==> config.mk <==
export PLATFORM = sky130hd
export DESIGN_NAME = uart_mode_top
export DESIGN_NICKNAME = d
export VERILOG_FILES = /design/src/uart_mode_pkg.sv /design/src/mode_if.sv /design/src/baud_gen.sv /design/src/infrared_codec.sv /design/src/uart_mode_top.sv
export SDC_FILE = /design/constraint.sdc
export NUM_CORES = 1
export LEC_CHECK = 0
export BUFFER_PORTS_ARGS = -buffer_cell sky130_fd_sc_hd__buf_4
export CAP_MARGIN = 30
export CORE_ASPECT_RATIO = 2
export CORE_MARGIN = 2
export CORE_UTILIZATION = 50
export CTS_BUF_LIST = sky130_fd_sc_hd__clkbuf_8 sky130_fd_sc_hd__clkbuf_16
export CTS_CLUSTER_SIZE = 14
export DETAILED_ROUTE_END_ITERATION = 10
export GPL_ROUTABILITY_DRIVEN = 1
export PLACE_DENSITY = 0.76
export SYNTH_ARGS = -nofsm -noshare
export SYNTH_HDL_FRONTEND = slang
export SYNTH_HIERARCHICAL = 1
export SYNTH_SLANG_ARGS = --single-unit
==> constraint.sdc <==
create_clock -name aclk -period 3.7 [get_ports aclk]
set_input_delay 0.185 -clock aclk [delete_from_list [all_inputs] [get_ports aclk]]
set_output_delay 0.185 -clock aclk [all_outputs]
set_load 0.03 [all_outputs]
==> src/uart_mode_pkg.sv <==
package uart_mode_pkg;
   // bus geometry
   localparam int          ADDR_W       = 8;
   localparam logic [1:0]  RESP_OKAY    = 2'h0;
   localparam logic [1:0]  RESP_SLVERR  = 2'h2;
   // register byte addresses
   localparam logic [7:0]  MODE_OFS     = 8'h00;
   localparam logic [7:0]  CARD_OFS     = 8'h04;
   localparam logic [7:0]  RATE_OFS     = 8'h08;
   localparam logic [7:0]  TXD_OFS      = 8'h0C;
   localparam logic [7:0]  STAT_OFS     = 8'h10;
   // mode register fields
   localparam int          EN_BIT       = 15;
   localparam int          RSV_HI_BIT   = 14;
   localparam int          SIDL_BIT     = 13;
   localparam int          IR_BIT       = 12;
   localparam int          REQUEST_PIN_MODE_BIT    = 11;
   localparam int          RSV_LO_BIT   = 10;
   localparam int          UEN_LO       = 8;
   localparam int          WAKE_BIT     = 7;
   localparam int          LPBK_BIT     = 6;
   localparam int          ABD_BIT      = 5;
   localparam int          RXINV_BIT    = 4;
   localparam int          HS_BIT       = 3;
   localparam int          PDS_LO       = 1;
   localparam int          STOP_BIT     = 0;
   localparam logic [15:0] MODE_RST     = 16'h0000;
   localparam logic [15:0] MODE_WMASK   = 16'hBBFF;
   localparam logic [15:0] RATE_RST     = 16'h0000;
   // pin usage codes
   localparam logic [1:0]  PIN_TXRX     = 2'h0;
   localparam logic [1:0]  PIN_RTS      = 2'h1;
   localparam logic [1:0]  PIN_RTSCTS   = 2'h2;
   localparam logic [1:0]  PIN_BCLK     = 2'h3;
   // frame format codes
   localparam logic [1:0]  FMT_8N       = 2'h0;
   localparam logic [1:0]  FMT_8E       = 2'h1;
   localparam logic [1:0]  FMT_8O       = 2'h2;
   localparam logic [1:0]  FMT_9N       = 2'h3;
   localparam logic [3:0]  BITS_8       = 4'h8;
   localparam logic [3:0]  BITS_9       = 4'h9;
   // oversampling and infrared timing, in sub ticks
   localparam logic [4:0]  OVS_STD      = 5'h10;
   localparam logic [4:0]  OVS_HS       = 5'h04;
   localparam logic [4:0]  IR_PULSE     = 5'h03;
   localparam logic [4:0]  IR_HOLD      = 5'h10;
   // auto rate: falling edges of the sync char and divide shifts
   localparam logic [7:0]  SYNC_CHAR    = 8'h55;
   localparam logic [2:0]  ABD_EDGES    = 3'h4;
   localparam int          ABD_SH_STD   = 7;
   localparam int          ABD_SH_HS    = 5;
   // transmitter states
   typedef enum logic [4:0] {
      TX_IDLE  = 5'b00001,
      TX_START = 5'b00010,
      TX_DATA  = 5'b00100,
      TX_PAR   = 5'b01000,
      TX_STOP  = 5'b10000
   } tx_state_e;
endpackage

==> src/mode_if.sv <==
`timescale 1ns/10ps
interface mode_if;
   logic        run;
   logic        high_speed;
   logic        restart;
   logic [15:0] divisor;
   logic        sub_tick;
   logic        bit_tick;
   logic [4:0]  phase;
   logic        bclk;
   logic        ir_active;
   logic        tx_bit;
   logic        rx_pin;
   logic        tx_out;
   logic        rx_bit;
   modport gen (input run, high_speed, restart, divisor,
                output sub_tick, bit_tick, phase, bclk);
   modport codec (input ir_active, tx_bit, rx_pin, sub_tick, phase,
                  output tx_out, rx_bit);
endinterface

==> src/baud_gen.sv <==
`timescale 1ns/10ps
module baud_gen
   import uart_mode_pkg::*;
(
   input wire logic aclk,
   input wire logic aresetn,
   mode_if.gen      bus
);
   logic [15:0] cnt_q;
   logic [4:0]  phase_q;
   logic        bclk_q;
   logic [4:0]  ovs;

   // sub ticks per bit follow the speed select
   assign ovs          = bus.high_speed ? OVS_HS : OVS_STD; // RULE11
   assign bus.sub_tick = bus.run && (cnt_q == bus.divisor);
   assign bus.bit_tick = bus.sub_tick && (phase_q >= ovs - 5'h01);
   assign bus.phase    = phase_q;
   assign bus.bclk     = bclk_q;

   // divisor timer, restarted on a software divisor write so no wrap is awaited
   always_ff @(posedge aclk) begin
      if (!aresetn || !bus.run || bus.restart)
         cnt_q <= 16'h0000;
      else if (bus.sub_tick)
         cnt_q <= 16'h0000;
      else
         cnt_q <= cnt_q + 16'h0001;
   end

   // sub tick position within the bit
   always_ff @(posedge aclk) begin
      if (!aresetn || !bus.run)
         phase_q <= 5'h00;
      else if (bus.bit_tick)
         phase_q <= 5'h00;
      else if (bus.sub_tick)
         phase_q <= phase_q + 5'h01;
   end

   // sub tick rate clock, high for the first half of each period
   always_ff @(posedge aclk) begin
      if (!aresetn || !bus.run)
         bclk_q <= 1'b0;
      else
         bclk_q <= (cnt_q <= (bus.divisor >> 1));
   end
endmodule

==> src/infrared_codec.sv <==
`timescale 1ns/10ps
module infrared_codec
   import uart_mode_pkg::*;
(
   input wire logic aclk,
   input wire logic aresetn,
   mode_if.codec    bus
);
   logic       tx_q;
   logic       rx_q;
   logic [4:0] hold_q;

   assign bus.tx_out = tx_q;
   assign bus.rx_bit = rx_q;

   // encoder: a zero bit is a short pulse, a one bit is dark
   always_ff @(posedge aclk) begin
      if (!aresetn)
         tx_q <= 1'b1;
      else if (bus.ir_active)
         tx_q <= !bus.tx_bit && (bus.phase < IR_PULSE); // RULE1 RULE2
      else
         tx_q <= bus.tx_bit;
   end

   // pulse stretch so a short flash reads as a whole zero bit
   always_ff @(posedge aclk) begin
      if (!aresetn || !bus.ir_active)
         hold_q <= 5'h00;
      else if (bus.rx_pin)
         hold_q <= IR_HOLD;
      else if (bus.sub_tick && hold_q != 5'h00)
         hold_q <= hold_q - 5'h01;
   end

   // decoder output, plain line when infrared is off
   always_ff @(posedge aclk) begin
      if (!aresetn)
         rx_q <= 1'b1;
      else if (bus.ir_active)
         rx_q <= !(bus.rx_pin || hold_q != 5'h00); // RULE2
      else
         rx_q <= bus.rx_pin;
   end
endmodule

==> src/uart_mode_top.sv <==
`timescale 1ns/10ps
// Function
// RULE1 - infrared encoder and decoder run only while mode bit 12 set
// RULE2 - with infrared on, receive pin is detector, transmit pin drives emitter
// RULE3 - infrared coding works only with the 16x standard speed setting
// RULE4 - card control bit chooses byte protocol or block protocol
// RULE5 - enable bit 15 gives pins to the port, else latches own all
// RULE6 - stop-in-idle bit 13 halts the port during device idle
// RULE7 - bit 11 set gives simplex request pin, clear gives flow control
// RULE8 - pin usage field picks tx/rx, plus rts, plus cts, or baud clock
// RULE9 - mode bits 14 and 10 always read as zero
// RULE10 - mode bits reset to zero; wake and auto rate cleared by hardware
// RULE11 - high speed gives 4 sub clocks per bit, else 16
// RULE12 - format field: 8 none, 8 even, 8 odd, 9 none
// RULE13 - stop select set sends two stop bits, clear sends one
// RULE14 - auto rate measures next 0x55 char then clears itself
// RULE15 - writes to unimplemented mode bits are ignored
module uart_mode_top
   import uart_mode_pkg::*;
#(
   parameter int ABD_W = 24
)
(
   input  wire logic              aclk,
   input  wire logic              aresetn,
   input  wire logic [ADDR_W-1:0] awaddr,
   input  wire logic              awvalid,
   output logic                   awready,
   input  wire logic [31:0]       wdata,
   input  wire logic [3:0]        wstrb,
   input  wire logic              wvalid,
   output logic                   wready,
   output logic [1:0]             bresp,
   output logic                   bvalid,
   input  wire logic              bready,
   input  wire logic [ADDR_W-1:0] araddr,
   input  wire logic              arvalid,
   output logic                   arready,
   output logic [31:0]            rdata,
   output logic [1:0]             rresp,
   output logic                   rvalid,
   input  wire logic              rready,
   input  wire logic              idle_mode,
   input  wire logic              receive_pin,
   input  wire logic              clear_to_send_pin,
   output logic                   transmit_pin,
   output logic                   transmit_owned,
   output logic                   receive_owned,
   output logic                   request_to_send_pin,
   output logic                   request_owned,
   output logic                   clear_to_send_owned,
   output logic                   card_block_protocol
);
   logic [15:0]      mode_q;
   logic [15:0]      mode_d;
   logic [15:0]      wmask;
   logic             card_q;
   logic [15:0]      rate_q;
   logic             bvalid_q;
   logic [1:0]       bresp_q;
   logic             rvalid_q;
   logic [1:0]       rresp_q;
   logic [31:0]      rdata_q;
   logic             wr_go;
   logic             wr_mode;
   logic             wr_txd;
   logic             wr_rate;
   logic             wr_hit;
   logic             en;
   logic             run;
   logic [1:0]       pin_usage_select;
   logic [1:0]       fmt;
   logic             rx_s1_q;
   logic             rx_s2_q;
   logic             cts_s1_q;
   logic             cts_s2_q;
   logic             rx_line;
   logic             rx_prev_q;
   logic             rx_fall;
   logic             rx_rise;
   logic             wake_seen_q;
   logic             wake_done;
   logic [2:0]       abd_edges_q;
   logic [ABD_W-1:0] abd_cnt_q;
   logic             abd_done;
   logic [ABD_W-1:0] abd_quot;
   tx_state_e        tx_st_q;
   logic [8:0]       tx_sh_q;
   logic [3:0]       tx_cnt_q;
   logic             tx_par_q;
   logic             tx_stop2_q;
   logic             tx_pend_q;
   logic             tx_line_q;
   logic [3:0]       nbits;
   logic             cts_ok;
   logic             tick;

   mode_if mif();

   baud_gen u_gen (
      .aclk    (aclk),
      .aresetn (aresetn),
      .bus     (mif.gen)
   );

   infrared_codec u_ir (
      .aclk    (aclk),
      .aresetn (aresetn),
      .bus     (mif.codec)
   );

   // decoded mode fields
   assign en  = mode_q[EN_BIT];
   assign run = en && !(mode_q[SIDL_BIT] && idle_mode); // RULE6
   assign pin_usage_select = mode_q[UEN_LO +: 2];
   assign fmt = mode_q[PDS_LO +: 2];
   assign tick = mif.bit_tick;

   // baud generator and codec hookup
   assign mif.run        = run;
   assign mif.high_speed = mode_q[HS_BIT];
   assign mif.restart    = wr_rate;
   assign mif.divisor    = rate_q;
   assign mif.ir_active  = en && mode_q[IR_BIT] && !mode_q[HS_BIT]; // RULE1 RULE3
   assign mif.tx_bit     = tx_line_q;
   assign mif.rx_pin     = rx_s2_q;

   // write channel: address and data taken together, one at a time
   assign wr_go   = awvalid && wvalid && !bvalid_q;
   assign awready = wr_go;
   assign wready  = wr_go;
   assign wr_mode = wr_go && awaddr == MODE_OFS;
   assign wr_rate = wr_go && awaddr == RATE_OFS && (wstrb[1:0] != 2'h0);
   assign wr_txd  = wr_go && awaddr == TXD_OFS;
   assign wr_hit  = awaddr == MODE_OFS || awaddr == CARD_OFS ||
                    awaddr == RATE_OFS || awaddr == TXD_OFS ||
                    awaddr == STAT_OFS;
   assign bvalid  = bvalid_q;
   assign bresp   = bresp_q;

   always_ff @(posedge aclk) begin
      if (!aresetn) begin
         bvalid_q <= 1'b0;
         bresp_q  <= RESP_OKAY;
      end else if (wr_go) begin
         bvalid_q <= 1'b1;
         bresp_q  <= wr_hit ? RESP_OKAY : RESP_SLVERR;
      end else if (bready) begin
         bvalid_q <= 1'b0;
      end
   end

   // mode next value: hardware clears first, a software write then wins
   always_comb begin
      wmask  = {{8{wstrb[1]}}, {8{wstrb[0]}}} & MODE_WMASK; // RULE15
      mode_d = mode_q;
      if (abd_done)
         mode_d[ABD_BIT] = 1'b0; // RULE14
      if (wake_done)
         mode_d[WAKE_BIT] = 1'b0; // RULE10
      if (wr_mode)
         mode_d = (mode_d & ~wmask) | (wdata[15:0] & wmask); // RULE9
   end

   always_ff @(posedge aclk) begin
      if (!aresetn)
         mode_q <= MODE_RST; // RULE10
      else
         mode_q <= mode_d;
   end

   // card protocol select and divisor; software write beats auto rate
   always_ff @(posedge aclk) begin
      if (!aresetn) begin
         card_q <= 1'b0;
         rate_q <= RATE_RST;
      end else begin
         if (wr_go && awaddr == CARD_OFS && wstrb[0])
            card_q <= wdata[0]; // RULE4
         if (wr_rate)
            rate_q <= wdata[15:0];
         else if (abd_done)
            rate_q <= abd_quot[15:0] - 16'h0001; // RULE14
      end
   end

   assign card_block_protocol = card_q; // RULE4

   // read channel, one cycle answer from flops
   assign arready = !rvalid_q;
   assign rvalid  = rvalid_q;
   assign rdata   = rdata_q;
   assign rresp   = rresp_q;

   always_ff @(posedge aclk) begin
      if (!aresetn) begin
         rvalid_q <= 1'b0;
         rdata_q  <= 32'h0000_0000;
         rresp_q  <= RESP_OKAY;
      end else if (arvalid && !rvalid_q) begin
         rvalid_q <= 1'b1;
         rresp_q  <= RESP_OKAY;
         case (araddr)
            MODE_OFS: rdata_q <= {16'h0000, mode_q};
            CARD_OFS: rdata_q <= {31'h0000_0000, card_q};
            RATE_OFS: rdata_q <= {16'h0000, rate_q};
            TXD_OFS:  rdata_q <= 32'h0000_0000;
            STAT_OFS: rdata_q <= {26'h000_0000, !run, mif.ir_active,
                                  mode_q[ABD_BIT], tx_pend_q,
                                  tx_st_q != TX_IDLE, rx_line};
            default: begin
               rdata_q <= 32'h0000_0000;
               rresp_q <= RESP_SLVERR;
            end
         endcase
      end else if (rready) begin
         rvalid_q <= 1'b0;
      end
   end

   // pin synchronisers, first stage read only by the second
   always_ff @(posedge aclk) begin
      if (!aresetn) begin
         rx_s1_q  <= 1'b1;
         rx_s2_q  <= 1'b1;
         cts_s1_q <= 1'b1;
         cts_s2_q <= 1'b1;
      end else begin
         rx_s1_q  <= receive_pin;
         rx_s2_q  <= rx_s1_q;
         cts_s1_q <= clear_to_send_pin;
         cts_s2_q <= cts_s1_q;
      end
   end

   // receive line after loopback and polarity select
   assign rx_line = mode_q[LPBK_BIT] ? tx_line_q
                                     : (mif.rx_bit ^ mode_q[RXINV_BIT]);
   assign rx_fall = rx_prev_q && !rx_line;
   assign rx_rise = !rx_prev_q && rx_line;

   always_ff @(posedge aclk) begin
      if (!aresetn)
         rx_prev_q <= 1'b1;
      else
         rx_prev_q <= rx_line;
   end

   // wake: a falling edge arms, the following rising edge clears the bit
   assign wake_done = mode_q[WAKE_BIT] && wake_seen_q && rx_rise; // RULE10
   always_ff @(posedge aclk) begin
      if (!aresetn || !mode_q[WAKE_BIT] || !en)
         wake_seen_q <= 1'b0;
      else if (rx_fall)
         wake_seen_q <= 1'b1;
   end

   // auto rate: 0x55 gives five falling edges across eight bit times;
   // a non-sync char skews the result, software must send the sync
   assign abd_done = en && mode_q[ABD_BIT] && rx_fall &&
                     abd_edges_q == ABD_EDGES; // RULE14
   assign abd_quot = mode_q[HS_BIT] ? (abd_cnt_q >> ABD_SH_HS)
                                    : (abd_cnt_q >> ABD_SH_STD);

   always_ff @(posedge aclk) begin
      if (!aresetn || !en || !mode_q[ABD_BIT]) begin
         abd_edges_q <= 3'h0;
         abd_cnt_q   <= '0;
      end else if (rx_fall && abd_edges_q != ABD_EDGES) begin
         abd_edges_q <= abd_edges_q + 3'h1;
         // the cycle of the first edge counts, so eight bits give 128
         if (abd_edges_q == 3'h0)
            abd_cnt_q <= {{(ABD_W-1){1'b0}}, 1'b1};
         else
            abd_cnt_q <= abd_cnt_q + 1'b1;
      end else if (abd_edges_q != 3'h0 && !(&abd_cnt_q)) begin
         abd_cnt_q <= abd_cnt_q + 1'b1;
      end
   end

   // transmitter: no buffer, a data write while busy is dropped
   assign nbits  = (fmt == FMT_9N) ? BITS_9 : BITS_8; // RULE12
   assign cts_ok = (pin_usage_select != PIN_RTSCTS) || mode_q[REQUEST_PIN_MODE_BIT] || !cts_s2_q;

   always_ff @(posedge aclk) begin
      if (!aresetn || !en) begin
         tx_st_q    <= TX_IDLE;
         tx_sh_q    <= 9'h000;
         tx_cnt_q   <= 4'h0;
         tx_par_q   <= 1'b0;
         tx_stop2_q <= 1'b0;
         tx_pend_q  <= 1'b0;
         tx_line_q  <= 1'b1;
      end else begin
         if (wr_txd && !tx_pend_q && tx_st_q == TX_IDLE) begin
            tx_pend_q <= 1'b1;
            tx_sh_q   <= (fmt == FMT_9N) ? wdata[8:0] : {1'b0, wdata[7:0]};
            tx_par_q  <= (fmt == FMT_8O) ? ~^wdata[7:0] : ^wdata[7:0]; // RULE12
         end
         case (tx_st_q)
            TX_IDLE: begin
               if (tick && tx_pend_q && cts_ok) begin
                  tx_line_q <= 1'b0;
                  tx_pend_q <= 1'b0;
                  tx_st_q   <= TX_START;
               end
            end
            TX_START: begin
               if (tick) begin
                  tx_line_q <= tx_sh_q[0];
                  tx_sh_q   <= tx_sh_q >> 1;
                  tx_cnt_q  <= 4'h1;
                  tx_st_q   <= TX_DATA;
               end
            end
            TX_DATA: begin
               if (tick) begin
                  if (tx_cnt_q == nbits) begin
                     if (fmt == FMT_8E || fmt == FMT_8O) begin
                        tx_line_q <= tx_par_q; // RULE12
                        tx_st_q   <= TX_PAR;
                     end else begin
                        tx_line_q  <= 1'b1;
                        tx_stop2_q <= mode_q[STOP_BIT];
                        tx_st_q    <= TX_STOP;
                     end
                  end else begin
                     tx_line_q <= tx_sh_q[0];
                     tx_sh_q   <= tx_sh_q >> 1;
                     tx_cnt_q  <= tx_cnt_q + 4'h1;
                  end
               end
            end
            TX_PAR: begin
               if (tick) begin
                  tx_line_q  <= 1'b1;
                  tx_stop2_q <= mode_q[STOP_BIT];
                  tx_st_q    <= TX_STOP;
               end
            end
            TX_STOP: begin
               if (tick) begin
                  if (tx_stop2_q)
                     tx_stop2_q <= 1'b0; // RULE13
                  else
                     tx_st_q <= TX_IDLE;
               end
            end
            default: tx_st_q <= TX_IDLE;
         endcase
      end
   end

   // pin ownership; unowned pins fall back to the port latches
   assign transmit_owned      = en; // RULE5
   assign receive_owned       = en;
   assign request_owned       = en && pin_usage_select != PIN_TXRX; // RULE8
   assign clear_to_send_owned = en && pin_usage_select == PIN_RTSCTS;
   assign transmit_pin        = mif.tx_out; // RULE2

   // request pin, active low; shares the pin with the baud clock
   always_comb begin
      if (pin_usage_select == PIN_BCLK)
         request_to_send_pin = mif.bclk; // RULE8
      else if (mode_q[REQUEST_PIN_MODE_BIT])
         request_to_send_pin = !(tx_pend_q || tx_st_q != TX_IDLE); // RULE7
      else
         request_to_send_pin = !run; // RULE7
   end
endmodule

Word-level counts from Yosys, hierarchy flattened
Cells that the tools add are included.
- memory bits (read-only): 0
- RAM bits: 0
- output and inout port bits: 48
- flip-flop bits (word level): 155
- latch bits: 0
- input port bits: 62
- logic and storage cells: 233
- memories kept: 0
- div/mod/pow operators: 0
- reduce and logical (&&, ||, !) cells: 92
- order comparisons: 3
- add/sub/neg operators: 8
- equality and inequality tests: 33
- bitwise logic cells: 5
- multipliers: 0
- mux-type cells: 61
- shifts and indexed selects: 0
- operators with widths (operator ; number):
    $mux W24 ; 3
    $pmux W16 S4 ; 1
    $mux W5 ; 11
    $mux W16 ; 3
    $mux W9 ; 5
    $and A16 B16 Y16 ; 2
    $eq A8 B4 Y1 const B ; 4
    $logic_and A1 B1 Y1 ; 32
    $mux W1 ; 27
    $pmux W5 S5 ; 1
    $add A24 B1 Y24 const B ; 1
    $reduce_and A24 Y1 ; 1
    $logic_not A1 Y1 ; 18
    $ne A2 B2 Y1 const B ; 9
    $pmux W9 S2 ; 1
    $add A16 B1 Y16 const B ; 1
    $eq A16 B16 Y1 ; 1
    $eq A8 B3 Y1 const B ; 2
    $eq A8 B5 Y1 const B ; 2
    $le A16 B15 Y1 ; 1
    $logic_not A8 Y1 ; 2
    $logic_or A1 B1 Y1 ; 16
    $not A16 Y16 ; 1
    $or A16 B16 Y16 ; 1
    39 further kinds ; 56

Longest topological paths before layout
Gate-level depths: netlist of run 1.
- depth after elaboration: 10
- depth in mapped cells: 12
- gate-level depth less buffers: 11

By module
Netlist of run 1, hierarchy kept.
- modules (own cells, without submodules) (module ; cells an instance ; sequential area each (um^2) ; instances ; area an instance (um^2)):
    uart_mode_top ; 753 ; 2122.0 ; 1 ; 6037.0
    baud_gen ; 184 ; 440.4 ; 1 ; 1589.0
    infrared_codec ; 36 ; 140.1 ; 1 ; 329.1

Least setup slack after synthesis of run 1
Ideal clock, no wire load.
- path type: reg2reg
- from: register (tool-made name)
- to: register rate_q[12], in the netlist mif.divisor[12]
- setup slack: 530 ps
- library setup time: 132 ps
- data required time: 3568 ps
- cell stages (with the launch flop): 12
- arrival time: 3038 ps
- clock period less this slack: 3170 ps
- path buffers: 3
- cells stage by stage: dfxtp_1 -> buf_2 -> buf_1 -> clkbuf_1 -> mux2i_1 -> ha_1 -> or4b_1 -> a2111oi_0 -> xnor2_1 -> mux2i_1 -> o21ai_1 -> a21oi_1
- RTL lines (element ; line ; RTL):
    end signal, assigned ; uart_mode_top.sv:181 ; rate_q <= wdata[15:0];
    end signal, assigned ; uart_mode_top.sv:183 ; rate_q <= abd_quot[15:0] - 16'h0001;
    end, declared ; uart_mode_top.sv:58 ; logic [15:0] rate_q;

Worst setup path after layout of run 1
- from: register u_gen.cnt_q[14]
- to: register tx_st_q[4]
- word-level cells in the longest chain between the ends: 7
- elaborated cells on any way between the ends: 11
- those cells by class: 6 x eq/ne; 5 x reduce/logical
- RTL lines (element ; line ; RTL):
    start, declared ; baud_gen.sv:9 ; logic [15:0] cnt_q;
    start signal, assigned ; baud_gen.sv:28 ; cnt_q <= cnt_q + 16'h0001;
    $eq A16 B16 Y1 (*) ; baud_gen.sv:16 ; assign bus.sub_tick = bus.run && (cnt_q == bus.divisor);
    $logic_and A1 B1 Y1 (*) ; baud_gen.sv:16 ;
    $logic_and A1 B1 Y1 (*) ; baud_gen.sv:17 ; assign bus.bit_tick = bus.sub_tick && (phase_q >= ovs - 5'h01);
    net mif.bit_tick ; mode_if.sv:8 ; logic bit_tick;
    $logic_and A1 B1 Y1 (2 in series) ; uart_mode_top.sv:302 ; if (tick && tx_pend_q && cts_ok) begin
    $ne A2 B1 Y1 (no line) ; - ;
    $reduce_and A7 Y1 (no line) (*) ; - ;
    end signal, assigned ; uart_mode_top.sv:305 ; tx_st_q <= TX_START;
    end signal, assigned ; uart_mode_top.sv:313 ; tx_st_q <= TX_DATA;
    end signal, assigned ; uart_mode_top.sv:321 ; tx_st_q <= TX_PAR;
    end, declared ; uart_mode_top.sv:87 ; tx_state_e tx_st_q;
The timed path passes the listed nets; every way through them passes the cells marked *.
A chain may end at the register's enable or synchronous reset.

==> report_table.html, run 1 <==
<table>
<tr><th>Metric</th><th>Value</th></tr>
<tr><th colspan="2">Run status</th></tr>
<tr><td>Status</td><td>completed</td></tr>
<tr><th colspan="2">Synth</th></tr>
<tr><td>Number of synthesized flops with an enable pin</td><td>0</td></tr>
<tr><td>Distinct cell type count after synthesis</td><td>83</td></tr>
<tr><td>Synth async-reset ratio</td><td>0</td></tr>
<tr><td>Cell count after synthesis</td><td>973</td></tr>
<tr><td>Synthesized cell area</td><td>7960 µm²</td></tr>
<tr><td>Number of register bits inferred by synthesis</td><td>around 140</td></tr>
<tr><td>Count of warnings emitted by yosys</td><td>6</td></tr>
<tr><td>Most used DFF post-synth</td><td>dfxtp_1</td></tr>
<tr><td>Proportion of synthesized chip area in sequential cells</td><td>0.340</td></tr>
<tr><td>Average size of a mapped cell</td><td>8.18 µm²</td></tr>
<tr><th colspan="2">Critical path</th></tr>
<tr><td>CP peak stage delay</td><td>roughly 0.55 ns</td></tr>
<tr><td>Critical Setup Path Class</td><td>reg2reg</td></tr>
<tr><td>Slowest cell on the critical path</td><td>or3b_2</td></tr>
<tr><td>Crit path required time</td><td>between 4 and 5 ns</td></tr>
<tr><td>Setup crit start kind</td><td>flip-flop</td></tr>
<tr><td>WP data arrival</td><td>between 3 and 4 ns</td></tr>
<tr><td>Type of destination of the critical path</td><td>flip-flop</td></tr>
<tr><td>Cell seen most often among critical-path stages</td><td>nand2_1</td></tr>
<tr><td>Ordered list of cells on the worst path</td><td>xnor2_1 &gt; nand4_1 &gt; nor4_4 &gt; nand2_1 &gt; nor2b_1 &gt; nand2_1 &gt; nor2_1 &gt; o22ai_1 &gt; or3b_2 &gt; or3_1 &gt; a21oi_1</td></tr>
<tr><td>Biggest fanout along the worst timing path</td><td>5</td></tr>
<tr><th colspan="2">Finish</th></tr>
<tr><td>Final layout net count</td><td>approximately 1100</td></tr>
<tr><td>Fraction of layout instances using a drive strength above 1</td><td>0.144</td></tr>
<tr><td>Most frequent standard cell in the layout excluding fill and tap cells</td><td>dfxtp_1</td></tr>
<tr><td>Synthesis-to-layout area growth</td><td>15.7%</td></tr>
<tr><td>Most frequent cells in the layout</td><td>dfxtp_1, nor2_1, buf_4</td></tr>
<tr><td>Count of antenna diodes in the layout</td><td>0</td></tr>
<tr><th colspan="2">Routing</th></tr>
<tr><td>Wire length after detailed routing</td><td>21800 µm</td></tr>
<tr><td>DRT antenna net count</td><td>0</td></tr>
<tr><td>Avg Vias per Cell</td><td>between 5 and 6</td></tr>
<tr><td>Pre-antenna DRT Iters</td><td>5</td></tr>
<tr><td>Drc violations</td><td>0</td></tr>
<tr><td>Iteration-0 DRC count of the detailed router</td><td>463</td></tr>
<tr><td>Vias after detailed routing</td><td>between 7000 and 8000</td></tr>
<tr><td>Routed wire length per instance</td><td>around 18 µm</td></tr>
<tr><th colspan="2">STA</th></tr>
<tr><td>Relative slew slack</td><td>0.418</td></tr>
<tr><td>Number of max-slew violations in the final report</td><td>0</td></tr>
<tr><td>Worst hold slack</td><td>approximately 0.013 ns</td></tr>
<tr><td>Setup ws final</td><td>~0.36 ns</td></tr>
<tr><td>Highest clock frequency the design can meet</td><td>about 300 MHz</td></tr>
<tr><td>Slew of the pin with the lowest slew margin</td><td>around 0.87 ns</td></tr>
<tr><td>Min Tclk post-route</td><td>~3.3 ns</td></tr>
<tr><td>Final clock skew</td><td>approximately 0.0065 ns</td></tr>
<tr><td>Share of the cycle needed by the critical path after routing</td><td>0.903</td></tr>
<tr><td>Setup TNS</td><td>0 ns</td></tr>
<tr><td>Total setup violations reported at the end of the flow</td><td>0</td></tr>
<tr><td>Final Hold Violating Endpoints</td><td>0</td></tr>
<tr><td>Unrepaired setup endpoints after global routing</td><td>no</td></tr>
<tr><th colspan="2">Global routing</th></tr>
<tr><td>Vias in the first global route</td><td>between 7000 and 8000</td></tr>
<tr><td>Number of antenna violations at the first check in global routing</td><td>0</td></tr>
<tr><td>First-pass GRT wire length</td><td>around 35000 µm</td></tr>
<tr><td>Maximum number of pins on one net before global-route repair</td><td>between 40 and 50</td></tr>
<tr><td>Total overflow reported by the global router</td><td>0</td></tr>
<tr><td>Overall routing resource usage</td><td>0.261</td></tr>
<tr><th colspan="2">CTS</th></tr>
<tr><td>H-tree depth</td><td>4</td></tr>
<tr><td>Post-CTS Setup Repair Bufs</td><td>0</td></tr>
<tr><td>Buffer type at the clock tree root</td><td>clkbuf_16</td></tr>
<tr><td>Count of instances resized after the clock tree is built</td><td>0</td></tr>
<tr><td>CTS tree</td><td>built</td></tr>
<tr><td>Clk Latency, worst-skew pair</td><td>~0.43 ns</td></tr>
<tr><td>Reg clk slew, reported paths</td><td>around 0.050 ns</td></tr>
<tr><td>Clk buf depth</td><td>2</td></tr>
<tr><td>Number of buffers created by CTS</td><td>17</td></tr>
<tr><td>Clk sinks</td><td>~140</td></tr>
<tr><th colspan="2">Die</th></tr>
<tr><td>Die Footprint</td><td>around 17000 µm²</td></tr>
<tr><td>Die extent in y</td><td>182 µm</td></tr>
<tr><td>Floorplan core area</td><td>roughly 16000 µm²</td></tr>
<tr><td>Std cell rows</td><td>65</td></tr>
<tr><td>Starting Density</td><td>0.507</td></tr>
<tr><td>Width of the die</td><td>about 93 µm</td></tr>
<tr><td>IO Count</td><td>between 100 and 150</td></tr>
<tr><th colspan="2">Power</th></tr>
<tr><td>Static leakage</td><td>approximately 3.4 nW</td></tr>
<tr><td>Switching Fraction</td><td>0.215</td></tr>
<tr><td>Ratio of total power to cell area</td><td>380 nW/µm²</td></tr>
<tr><td>Switch Pwr</td><td>between 0.7 and 0.8 mW</td></tr>
<tr><td>Power share of the clock group</td><td>0.535</td></tr>
<tr><td>Internal Pwr Total</td><td>around 2.7 mW</td></tr>
<tr><td>Peak ir drop on the vdd network</td><td>between 300 and 400 µV</td></tr>
<tr><td>Power share of the sequential group</td><td>0.418</td></tr>
<tr><td>Logic gate share of total power</td><td>0.047</td></tr>
<tr><td>PnR Total Power</td><td>about 3.5 mW</td></tr>
<tr><th colspan="2">Flow run</th></tr>
<tr><td>Maxcap violations</td><td>0</td></tr>
<tr><th colspan="2">Placed design</th></tr>
<tr><td>Worst setup slack after placement</td><td>approximately 0.48 ns</td></tr>
<tr><td>Post-DP HPWL</td><td>approximately 16000 µm</td></tr>
<tr><td>IO buf count</td><td>73</td></tr>
<tr><td>Routability Congestion</td><td>approximately 0.9</td></tr>
<tr><th colspan="2">Hold path</th></tr>
<tr><td>Path class of the lowest-slack min-delay path</td><td>in2reg</td></tr>
</table>
==> final timing paths <==
check	from	to	slack, ns	depth (start not counted)
worst max-delay path	u_gen/cnt_q[14]	tx_st_q[4]	0.36	11
worst min-delay path	wdata[11]	flip-flop	0.01	3
worst max register to register	u_gen/cnt_q[14]	tx_st_q[4]	0.36	11
worst min register to register	rx_s1_q	mif.rx_pin	0.41	1
==> power groups by stage <==
stage | clock network [mW] | registers [mW] | logic [mW]
2_1_floorplan | 0 | 1.50 | 0.0922
4_1_cts | 1.89 | 1.46 | 0.163
3_5_place_dp | 0 | 1.50 | 0.157
5_1_grt | 1.96 | 1.46 | 0.174
6_report | 1.87 | 1.46 | 0.164
3_3_place_gp | 0 | 1.49 | 0.156
==> metal layers <==
layer | global-route usage | part of all wire
met4 | 0.174 | 0.069
met5 | 0 | 0
met2 | 0.481 | 0.53
met1 | 0.257 | 0.36
met3 | 0.0500 | 0.042
==> synthesized netlist by cell type (all sizes together), types with 14 or more instances <==
cell type,instances,area [µm²]
dfxtp,135,2700
nor2,126,473
nand2,85,319
a21oi,72,368
xnor2,47,412
buf,44,297
inv,43,161
o21ai,36,191
mux2i,31,310
clkbuf,29,110
ha,27,338
nand3,26,130
xor2,21,184
a211oi,20,155
nand4,18,146
or3,14,87.6
==> logic make-up after synthesis <==
logic type | Yosys count | share of synthesized area
xor+xnor | 68 | 0.0749
fa+ha+maj | 28 | 0.0437
compound gates | 228 | 0.193
mux | 32 | 0.0404
flops | 135 | 0.340
buf+inv | 117 | 0.0719
other cells | 1 | 0.000471
simple gates | 364 | 0.236
==> flip-flops by register name, indices dropped and copies added, names as in the netlist, 2 cells and up, named ones only <==
register / cells
abd_cnt_q: 24
abd_edges_q: 3
mif.divisor: 16
mode_q: 2
rdata: 16
tx_cnt_q: 4
tx_sh_q: 9
tx_st_q: 5
u_gen/bus.phase: 5
u_gen/cnt_q: 16
u_ir/hold_q: 5
==> through the flow <==
step,utilization,std cells,instance area [µm²]
floorplan,-,990,8020
global placement,0.542,1203,8510
detailed placement,0.542,1203,8510
CTS,0.586,1238,9200
global route,0.587,1239,9210
finish,0.587,1239,9210
==> worst max-delay path: cells and delay by family, from the launching register on <==
kind	cells	cell delay, ns
simple gates	8	2.26
xor+xnor	1	0.31
compound gates	2	0.33
flops	1	0.36
==> final cells by class <==
cell class | instances | area [µm²]
clock buffer | 19 | 453
clock inverter | 13 | 203
fill | 1406 | 6490
inverter | 44 | 165
multi-input combinational | 738 | 4760
sequential | 135 | 2700
tap | 201 | 251
timing repair buffer | 89 | 676
==> timing repair <==
item | in CTS | in global routing
setup endpoints to repair | 0 | 0
hold endpoints to repair | 3 | 0
hold buffers | 3 | 0
Power figures use the tool's default switching activity.
==> run 2: changes to the inputs <==
--- a/config.mk
+++ b/config.mk
@@ -10,7 +10,7 @@
 export CORE_ASPECT_RATIO = 2
 export CORE_MARGIN = 2
 export CORE_UTILIZATION = 50
-export CTS_BUF_LIST = sky130_fd_sc_hd__clkbuf_8 sky130_fd_sc_hd__clkbuf_16
+export CTS_BUF_LIST = sky130_fd_sc_hd__clkbuf_8
 export CTS_CLUSTER_SIZE = 14
 export DETAILED_ROUTE_END_ITERATION = 10
 export GPL_ROUTABILITY_DRIVEN = 1
==> report_table.html, run 2 (same netlist as run 1, synthesis figures left out) <==
<table>
<tr><th>Metric</th><th>Value</th></tr>
<tr><th colspan="2">Global routing</th></tr>
<tr><td>Vias in the first global route</td><td>around 7100</td></tr>
<tr><td>Total overflow reported by the global router</td><td>0</td></tr>
<tr><td>Overall routing resource usage</td><td>0.258</td></tr>
<tr><td>Maximum number of pins on one net before global-route repair</td><td>42</td></tr>
<tr><td>Number of antenna violations at the first check in global routing</td><td>0</td></tr>
<tr><td>Met3 Resource Use GR</td><td>0.0475</td></tr>
<tr><td>Met1 demand-to-capacity share in global routing</td><td>0.256</td></tr>
<tr><td>First-pass GRT wire length</td><td>roughly 35000 µm</td></tr>
<tr><td>Met2 Use GR</td><td>0.475</td></tr>
<tr><td>GRT Max-Usage Layer</td><td>met2</td></tr>
<tr><th colspan="2">CTS</th></tr>
<tr><td>H-tree depth</td><td>4</td></tr>
<tr><td>CTS tree</td><td>built</td></tr>
<tr><td>Clk buf depth</td><td>2</td></tr>
<tr><td>Count of instances resized after the clock tree is built</td><td>0</td></tr>
<tr><td>Clk sinks</td><td>~140</td></tr>
<tr><td>Buffer type at the clock tree root</td><td>clkbuf_8</td></tr>
<tr><td>Number of buffers inserted by hold repair at cts</td><td>9</td></tr>
<tr><td>Clk Latency, worst-skew pair</td><td>between 0.4 and 0.5 ns</td></tr>
<tr><td>Reg clk slew, reported paths</td><td>around 0.070 ns</td></tr>
<tr><td>Number of buffers created by CTS</td><td>17</td></tr>
<tr><td>Post-CTS Setup Repair Bufs</td><td>0</td></tr>
<tr><th colspan="2">Run status</th></tr>
<tr><td>Status</td><td>completed</td></tr>
<tr><th colspan="2">Finish</th></tr>
<tr><td>Count of antenna diodes in the layout</td><td>0</td></tr>
<tr><td>Most frequent standard cell in the layout excluding fill and tap cells</td><td>dfxtp_1</td></tr>
<tr><td>Most frequent cells in the layout</td><td>dfxtp_1, nor2_1, buf_4</td></tr>
<tr><td># fillers</td><td>around 1400</td></tr>
<tr><td>Final layout net count</td><td>approximately 1100</td></tr>
<tr><td>Multi-input gate area in the final layout</td><td>approximately 4800 µm²</td></tr>
<tr><td>Register with the most flip-flops</td><td>abd_cnt_q</td></tr>
<tr><td>Largest register FFs</td><td>24</td></tr>
<tr><td>Synthesis-to-layout area growth</td><td>14.1%</td></tr>
<tr><td>Non-filler instance count after layout</td><td>1245</td></tr>
<tr><td>Area taken by flip-flops and latches</td><td>~2700 µm²</td></tr>
<tr><td>Fraction of layout instances using a drive strength above 1</td><td>0.143</td></tr>
<tr><th colspan="2">Critical path</th></tr>
<tr><td>WP data arrival</td><td>3.71 ns</td></tr>
<tr><td>Crit path launch</td><td>u_gen/cnt_q[14]</td></tr>
<tr><td>Slowest cell on the critical path</td><td>or3b_2</td></tr>
<tr><td>Crit path required time</td><td>4.08 ns</td></tr>
<tr><td>Setup crit start kind</td><td>flip-flop</td></tr>
<tr><td>Biggest fanout along the worst timing path</td><td>5</td></tr>
<tr><td>Critical Setup Path Class</td><td>reg2reg</td></tr>
<tr><td>CP peak stage delay</td><td>0.55 ns</td></tr>
<tr><td>Cell seen most often among critical-path stages</td><td>nand2_1</td></tr>
<tr><td>Reg-to-reg startpoint</td><td>u_gen/cnt_q[14]</td></tr>
<tr><td>Ordered list of cells on the worst path</td><td>xnor2_1 &gt; nand4_1 &gt; nor4_4 &gt; nand2_1 &gt; nor2b_1 &gt; nand2_1 &gt; nor2_1 &gt; o22ai_1 &gt; or3b_2 &gt; or3_1 &gt; a21oi_1</td></tr>
<tr><td>Type of destination of the critical path</td><td>flip-flop</td></tr>
<tr><th colspan="2">Power</th></tr>
<tr><td>Switching Fraction</td><td>0.230</td></tr>
<tr><td>Static leakage</td><td>3.38 nW</td></tr>
<tr><td>Switch Pwr</td><td>just over 0.7 mW</td></tr>
<tr><td>Ratio of total power to cell area</td><td>~340 nW/µm²</td></tr>
<tr><td>Internal Pwr Total</td><td>between 2 and 2.5 mW</td></tr>
<tr><td>Power share of the clock group</td><td>0.468</td></tr>
<tr><td>Peak ir drop on the vdd network</td><td>about 210 µV</td></tr>
<tr><td>Power share of the sequential group</td><td>0.477</td></tr>
<tr><td>Logic gate share of total power</td><td>0.055</td></tr>
<tr><th colspan="2">STA</th></tr>
<tr><td>Final Hold Violating Endpoints</td><td>0</td></tr>
<tr><td>Min Tclk post-route</td><td>~3.3 ns</td></tr>
<tr><td>Unrepaired setup endpoints after global routing</td><td>no</td></tr>
<tr><td>Slew of the pin with the lowest slew margin</td><td>~0.88 ns</td></tr>
<tr><td>Highest clock frequency the design can meet</td><td>approximately 300 MHz</td></tr>
<tr><td>Final clock skew</td><td>about 0.010 ns</td></tr>
<tr><td>Relative slew slack</td><td>0.410</td></tr>
<tr><td>Total setup violations reported at the end of the flow</td><td>0</td></tr>
<tr><td>Number of max-slew violations in the final report</td><td>0</td></tr>
<tr><td>Share of the cycle needed by the critical path after routing</td><td>0.900</td></tr>
<tr><td>Setup TNS</td><td>0 ns</td></tr>
<tr><th colspan="2">Die</th></tr>
<tr><td>Starting Density</td><td>0.507</td></tr>
<tr><td>Width of the die</td><td>~93 µm</td></tr>
<tr><td>Die extent in y</td><td>between 150 and 200 µm</td></tr>
<tr><td>Floorplan core area</td><td>~16000 µm²</td></tr>
<tr><td>IO Count</td><td>110</td></tr>
<tr><td>Die Footprint</td><td>between 15000 and 20000 µm²</td></tr>
<tr><td>Std cell rows</td><td>between 60 and 70</td></tr>
<tr><th colspan="2">Hold path</th></tr>
<tr><td>Origin of the worst min-delay path</td><td>arvalid</td></tr>
<tr><td>Path class of the lowest-slack min-delay path</td><td>in2reg</td></tr>
<tr><th colspan="2">Routing</th></tr>
<tr><td>Avg Vias per Cell</td><td>5.85</td></tr>
<tr><td>DRT antenna net count</td><td>0</td></tr>
<tr><td>Wire length after detailed routing</td><td>~22000 µm</td></tr>
<tr><td>Routed wire length per instance</td><td>around 17 µm</td></tr>
<tr><td>Vias after detailed routing</td><td>slightly above 7000</td></tr>
<tr><td>Drc violations</td><td>0</td></tr>
<tr><td>Pre-antenna DRT Iters</td><td>5</td></tr>
<tr><td>Iteration-0 DRC count of the detailed router</td><td>approximately 440</td></tr>
<tr><th colspan="2">Flow run</th></tr>
<tr><td>Maxcap violations</td><td>0</td></tr>
<tr><th colspan="2">Placed design</th></tr>
<tr><td>IO buf count</td><td>73</td></tr>
<tr><td>Placed cells</td><td>1203</td></tr>
<tr><td>Routability Congestion</td><td>between 0.8 and 0.9</td></tr>
<tr><td>Post-DP HPWL</td><td>16100 µm</td></tr>
</table>
-- run 2: cell types whose count changed in the layout (fill, tap and decap cells not counted), sizes merged --
cell / delta
dlygate4sd3: +6
-- run 2: area by class of cell --
type | instances | area share
multi-input combinational | 738 | 0.524
timing repair buffer | 95 | 0.0811
clock inverter | 13 | 0.0223
clock buffer | 19 | 0.0288
sequential | 135 | 0.298
tap | 201 | 0.0277
inverter | 44 | 0.0182
-- run 2: through the flow --
stage          power, mW  setup WS [ns]  hold slack, ns  cell area, µm²  utilization
2_1_floorplan       1.59          0.530           0.257            8020            -
3_3_place_gp        1.65          0.561           0.369            8510        0.542
3_5_place_dp        1.65          0.482           0.373            8510        0.542
4_1_cts             3.08          0.435         0.00584            9070        0.578
5_1_grt             3.15          0.216          0.0119            9080        0.578
6_report            3.06          0.369          0.0171            9080        0.578
-- run 2: path summary, 6_finish.rpt --
| check | to | cells after the start | slack (ns) |
|---|---|---|---|
| worst max-delay path | tx_st_q[4] | 11 | 0.37 |
| worst min-delay path | rvalid | 3 | 0.02 |
| worst max register to register | tx_st_q[4] | 11 | 0.37 |
| worst min register to register | mif.rx_pin | 1 | 0.41 |
-- run 2: critical path, delay by kind of cell (launching register included) --
kind	cells	cell delay, ns
flip-flops	1	0.36
XOR/XNOR	1	0.31
AO/OA/AOI/OAI	2	0.33
AND/OR/NAND/NOR	8	2.25
-- run 2: power groups by stage --
| stage | clock (mW) | combinational, mW | sequential (mW) |
|---|---|---|---|
| global route | 1.51 | 0.179 | 1.46 |
| CTS | 1.45 | 0.166 | 1.46 |
| finish | 1.43 | 0.168 | 1.46 |
| detailed placement | 0 | 0.157 | 1.50 |
| global placement | 0 | 0.156 | 1.49 |
| floorplan | 0 | 0.0922 | 1.50 |
-- run 2: routing by layer --
metal | wire (µm) | vias up
met5 | 0 | -
met4 | 1470 | 0
met3 | 920 | 83
met2 | 11300 | 196
met1 | 7840 | 3466
li1 | - | 3533
==> run 3: changes to the inputs <==
--- a/config.mk
+++ b/config.mk
@@ -14,7 +14,7 @@
 export CTS_CLUSTER_SIZE = 14
 export DETAILED_ROUTE_END_ITERATION = 10
 export GPL_ROUTABILITY_DRIVEN = 1
-export PLACE_DENSITY = 0.76
+export PLACE_DENSITY = 0.69
 export SYNTH_ARGS = -nofsm -noshare
 export SYNTH_HDL_FRONTEND = slang
 export SYNTH_HIERARCHICAL = 1
==> report_table.html, run 3 (same netlist as run 1, synthesis figures left out) <==
<table>
<tr><th>Metric</th><th>Value</th></tr>
<tr><th colspan="2">Run status</th></tr>
<tr><td>Status</td><td>completed</td></tr>
<tr><th colspan="2">STA</th></tr>
<tr><td>Min Tclk post-route</td><td>between 3 and 4 ns</td></tr>
<tr><td>Slew of the pin with the lowest slew margin</td><td>0.824 ns</td></tr>
<tr><td>Unrepaired setup endpoints after global routing</td><td>no</td></tr>
<tr><td>Final Hold Violating Endpoints</td><td>0</td></tr>
<tr><td>Worst hold slack</td><td>roughly 0.025 ns</td></tr>
<tr><td>Highest clock frequency the design can meet</td><td>between 300 and 400 MHz</td></tr>
<tr><td>Number of max-slew violations in the final report</td><td>0</td></tr>
<tr><td>Total setup violations reported at the end of the flow</td><td>0</td></tr>
<tr><td>Final clock skew</td><td>about 0.012 ns</td></tr>
<tr><td>Setup ws final</td><td>0.424 ns</td></tr>
<tr><td>Share of the cycle needed by the critical path after routing</td><td>0.885</td></tr>
<tr><td>Relative slew slack</td><td>0.447</td></tr>
<tr><td>Setup TNS</td><td>0 ns</td></tr>
<tr><th colspan="2">Finish</th></tr>
<tr><td>Most frequent cells in the layout</td><td>dfxtp_1, nor2_1, buf_4</td></tr>
<tr><td>Register with the most flip-flops</td><td>abd_cnt_q</td></tr>
<tr><td>Multi-input gate area in the final layout</td><td>about 4800 µm²</td></tr>
<tr><td>Area taken by flip-flops and latches</td><td>2700 µm²</td></tr>
<tr><td>Count of antenna diodes in the layout</td><td>0</td></tr>
<tr><td>Most frequent standard cell in the layout excluding fill and tap cells</td><td>dfxtp_1</td></tr>
<tr><td>Largest register FFs</td><td>24</td></tr>
<tr><td>Final layout net count</td><td>1121</td></tr>
<tr><td># fillers</td><td>around 1500</td></tr>
<tr><td>Final std cell area, no fill</td><td>8980 µm²</td></tr>
<tr><td>Fraction of layout instances using a drive strength above 1</td><td>0.141</td></tr>
<tr><td>Synthesis-to-layout area growth</td><td>12.9%</td></tr>
<tr><th colspan="2">CTS</th></tr>
<tr><td>Number of buffers created by CTS</td><td>17</td></tr>
<tr><td>Clk sinks</td><td>~140</td></tr>
<tr><td>CTS tree</td><td>built</td></tr>
<tr><td>Clk Latency, worst-skew pair</td><td>around 0.45 ns</td></tr>
<tr><td>Number of buffers inserted by hold repair at cts</td><td>8</td></tr>
<tr><td>Post-CTS Setup Repair Bufs</td><td>0</td></tr>
<tr><td>Count of instances resized after the clock tree is built</td><td>0</td></tr>
<tr><td>H-tree depth</td><td>4</td></tr>
<tr><td>Clk buf depth</td><td>2</td></tr>
<tr><td>Reg clk slew, reported paths</td><td>approximately 0.080 ns</td></tr>
<tr><td>Buffer type at the clock tree root</td><td>clkbuf_8</td></tr>
<tr><th colspan="2">Flow run</th></tr>
<tr><td>Maxcap violations</td><td>0</td></tr>
<tr><th colspan="2">Critical path</th></tr>
<tr><td>Biggest fanout along the worst timing path</td><td>5</td></tr>
<tr><td>Critical Setup Path Class</td><td>reg2reg</td></tr>
<tr><td>Crit path required time</td><td>between 4 and 5 ns</td></tr>
<tr><td>Setup slack of the most critical reg-to-reg path</td><td>0.42 ns</td></tr>
<tr><td>WP data arrival</td><td>3.64 ns</td></tr>
<tr><td>Setup crit start kind</td><td>flip-flop</td></tr>
<tr><td>Type of destination of the critical path</td><td>flip-flop</td></tr>
<tr><th colspan="2">Global routing</th></tr>
<tr><td>GRT Max-Usage Layer</td><td>met2</td></tr>
<tr><td>Met1 demand-to-capacity share in global routing</td><td>0.283</td></tr>
<tr><td>Maximum number of pins on one net before global-route repair</td><td>35</td></tr>
<tr><td>Vias in the first global route</td><td>roughly 7000</td></tr>
<tr><td>Total overflow reported by the global router</td><td>0</td></tr>
<tr><td>Overall routing resource usage</td><td>0.265</td></tr>
<tr><td>Number of antenna violations at the first check in global routing</td><td>0</td></tr>
<tr><td>Met3 Resource Use GR</td><td>0.0405</td></tr>
<tr><td>First-pass GRT wire length</td><td>about 35000 µm</td></tr>
<tr><td>Met2 Use GR</td><td>0.483</td></tr>
<tr><th colspan="2">Power</th></tr>
<tr><td>Peak ir drop on the vdd network</td><td>279 µV</td></tr>
<tr><td>Power share of the sequential group</td><td>0.523</td></tr>
<tr><td>Switching Fraction</td><td>0.241</td></tr>
<tr><td>Power share of the clock group</td><td>0.417</td></tr>
<tr><td>Ratio of total power to cell area</td><td>311 nW/µm²</td></tr>
<tr><td>Internal Pwr Total</td><td>between 2 and 2.5 mW</td></tr>
<tr><td>Static leakage</td><td>3.36 nW</td></tr>
<tr><td>Switch Pwr</td><td>0.674 mW</td></tr>
<tr><td>Logic gate share of total power</td><td>0.060</td></tr>
<tr><th colspan="2">Die</th></tr>
<tr><td>Die extent in y</td><td>~180 µm</td></tr>
<tr><td>Std cell rows</td><td>65</td></tr>
<tr><td>Width of the die</td><td>93.2 µm</td></tr>
<tr><td>Starting Density</td><td>0.507</td></tr>
<tr><td>Floorplan core area</td><td>15700 µm²</td></tr>
<tr><td>IO Count</td><td>110</td></tr>
<tr><td>Die Footprint</td><td>approximately 17000 µm²</td></tr>
<tr><th colspan="2">Placed design</th></tr>
<tr><td>IO buf count</td><td>73</td></tr>
<tr><td>Worst setup slack after placement</td><td>0.476 ns</td></tr>
<tr><td>Post-place instance area</td><td>about 8500 µm²</td></tr>
<tr><td>Post-DP HPWL</td><td>16400 µm</td></tr>
<tr><td>Routability Congestion</td><td>approximately 0.93</td></tr>
<tr><th colspan="2">Routing</th></tr>
<tr><td>Drc violations</td><td>0</td></tr>
<tr><td>DRT antenna net count</td><td>0</td></tr>
<tr><td>Vias after detailed routing</td><td>around 7300</td></tr>
<tr><td>Routed wire length per instance</td><td>between 15 and 20 µm</td></tr>
<tr><td>Iteration-0 DRC count of the detailed router</td><td>around 530</td></tr>
<tr><td>Avg Vias per Cell</td><td>between 5 and 6</td></tr>
<tr><td>Pre-antenna DRT Iters</td><td>6</td></tr>
<tr><td>Wire length after detailed routing</td><td>approximately 22000 µm</td></tr>
<tr><th colspan="2">Hold path</th></tr>
<tr><td>Path class of the lowest-slack min-delay path</td><td>in2reg</td></tr>
</table>
run 3: cell types whose count changed in the layout (fill, tap and decap cells not counted):
cell | before | now
clkinv_2 | 2 | 4
clkbuf_8 | 19 | 18
buf_4 | 86 | 88
bufinv_16 | 5 | 2
dlygate4sd3_1 | 9 | 8
inv_1 | 44 | 46
clkinvlp_4 | 4 | 2
run 3: routing by layer:
metal	wire length, µm	up-vias
met2	11700	211
met1	8070	3459
met3	816	61
li1	-	3536
met5	0	-
met4	1100	0
run 3: critical path, cell delays in order, from the launching register on:
cell     delay (ns)
dfxtp_1        0.36
xnor2_1        0.29
nand4_1        0.20
nor4_4         0.38
nand2_1        0.19
nor2b_1        0.26
nand2_1        0.09
nor2_1         0.19
o22ai_1        0.18
or3b_2         0.55
or3_1          0.36
a21oi_1        0.14
run 3: power groups by stage:
stage / clock network, mW / registers, mW / logic [mW]
after global placement: 0 / 1.50 / 0.158
after detailed placement: 0 / 1.50 / 0.158
after CTS: 1.19 / 1.46 / 0.166
after global routing: 1.26 / 1.46 / 0.178
final: 1.17 / 1.46 / 0.166
after floorplan: 0 / 1.50 / 0.0922
run 3: final timing paths:
kind                            cells past startpoint          to             from
worst max register to register                     11  tx_st_q[4]  u_gen/cnt_q[14]
worst min-delay path                                3   flip-flop         wdata[8]
worst min register to register                      1  mif.rx_pin          rx_s1_q
worst max-delay path                               11  tx_st_q[4]  u_gen/cnt_q[14]
run 3: area by class of cell:
type / instances / area share
Tap cell: 201 / 0.0280
Inverter: 44 / 0.0184
Clock buffer: 18 / 0.0276
Sequential cell: 135 / 0.301
Clock inverter: 12 / 0.0128
Multi-Input combinational cell: 738 / 0.530
Timing Repair Buffer: 96 / 0.0825
run 3: through the flow:
stage / power (mW) / std cells / util
2_1_floorplan: 1.59 / 990 / -
3_3_place_gp: 1.65 / 1206 / 0.544
3_5_place_dp: 1.65 / 1206 / 0.544
4_1_cts: 2.82 / 1244 / 0.572
5_1_grt: 2.90 / 1244 / 0.572
6_report: 2.79 / 1244 / 0.572
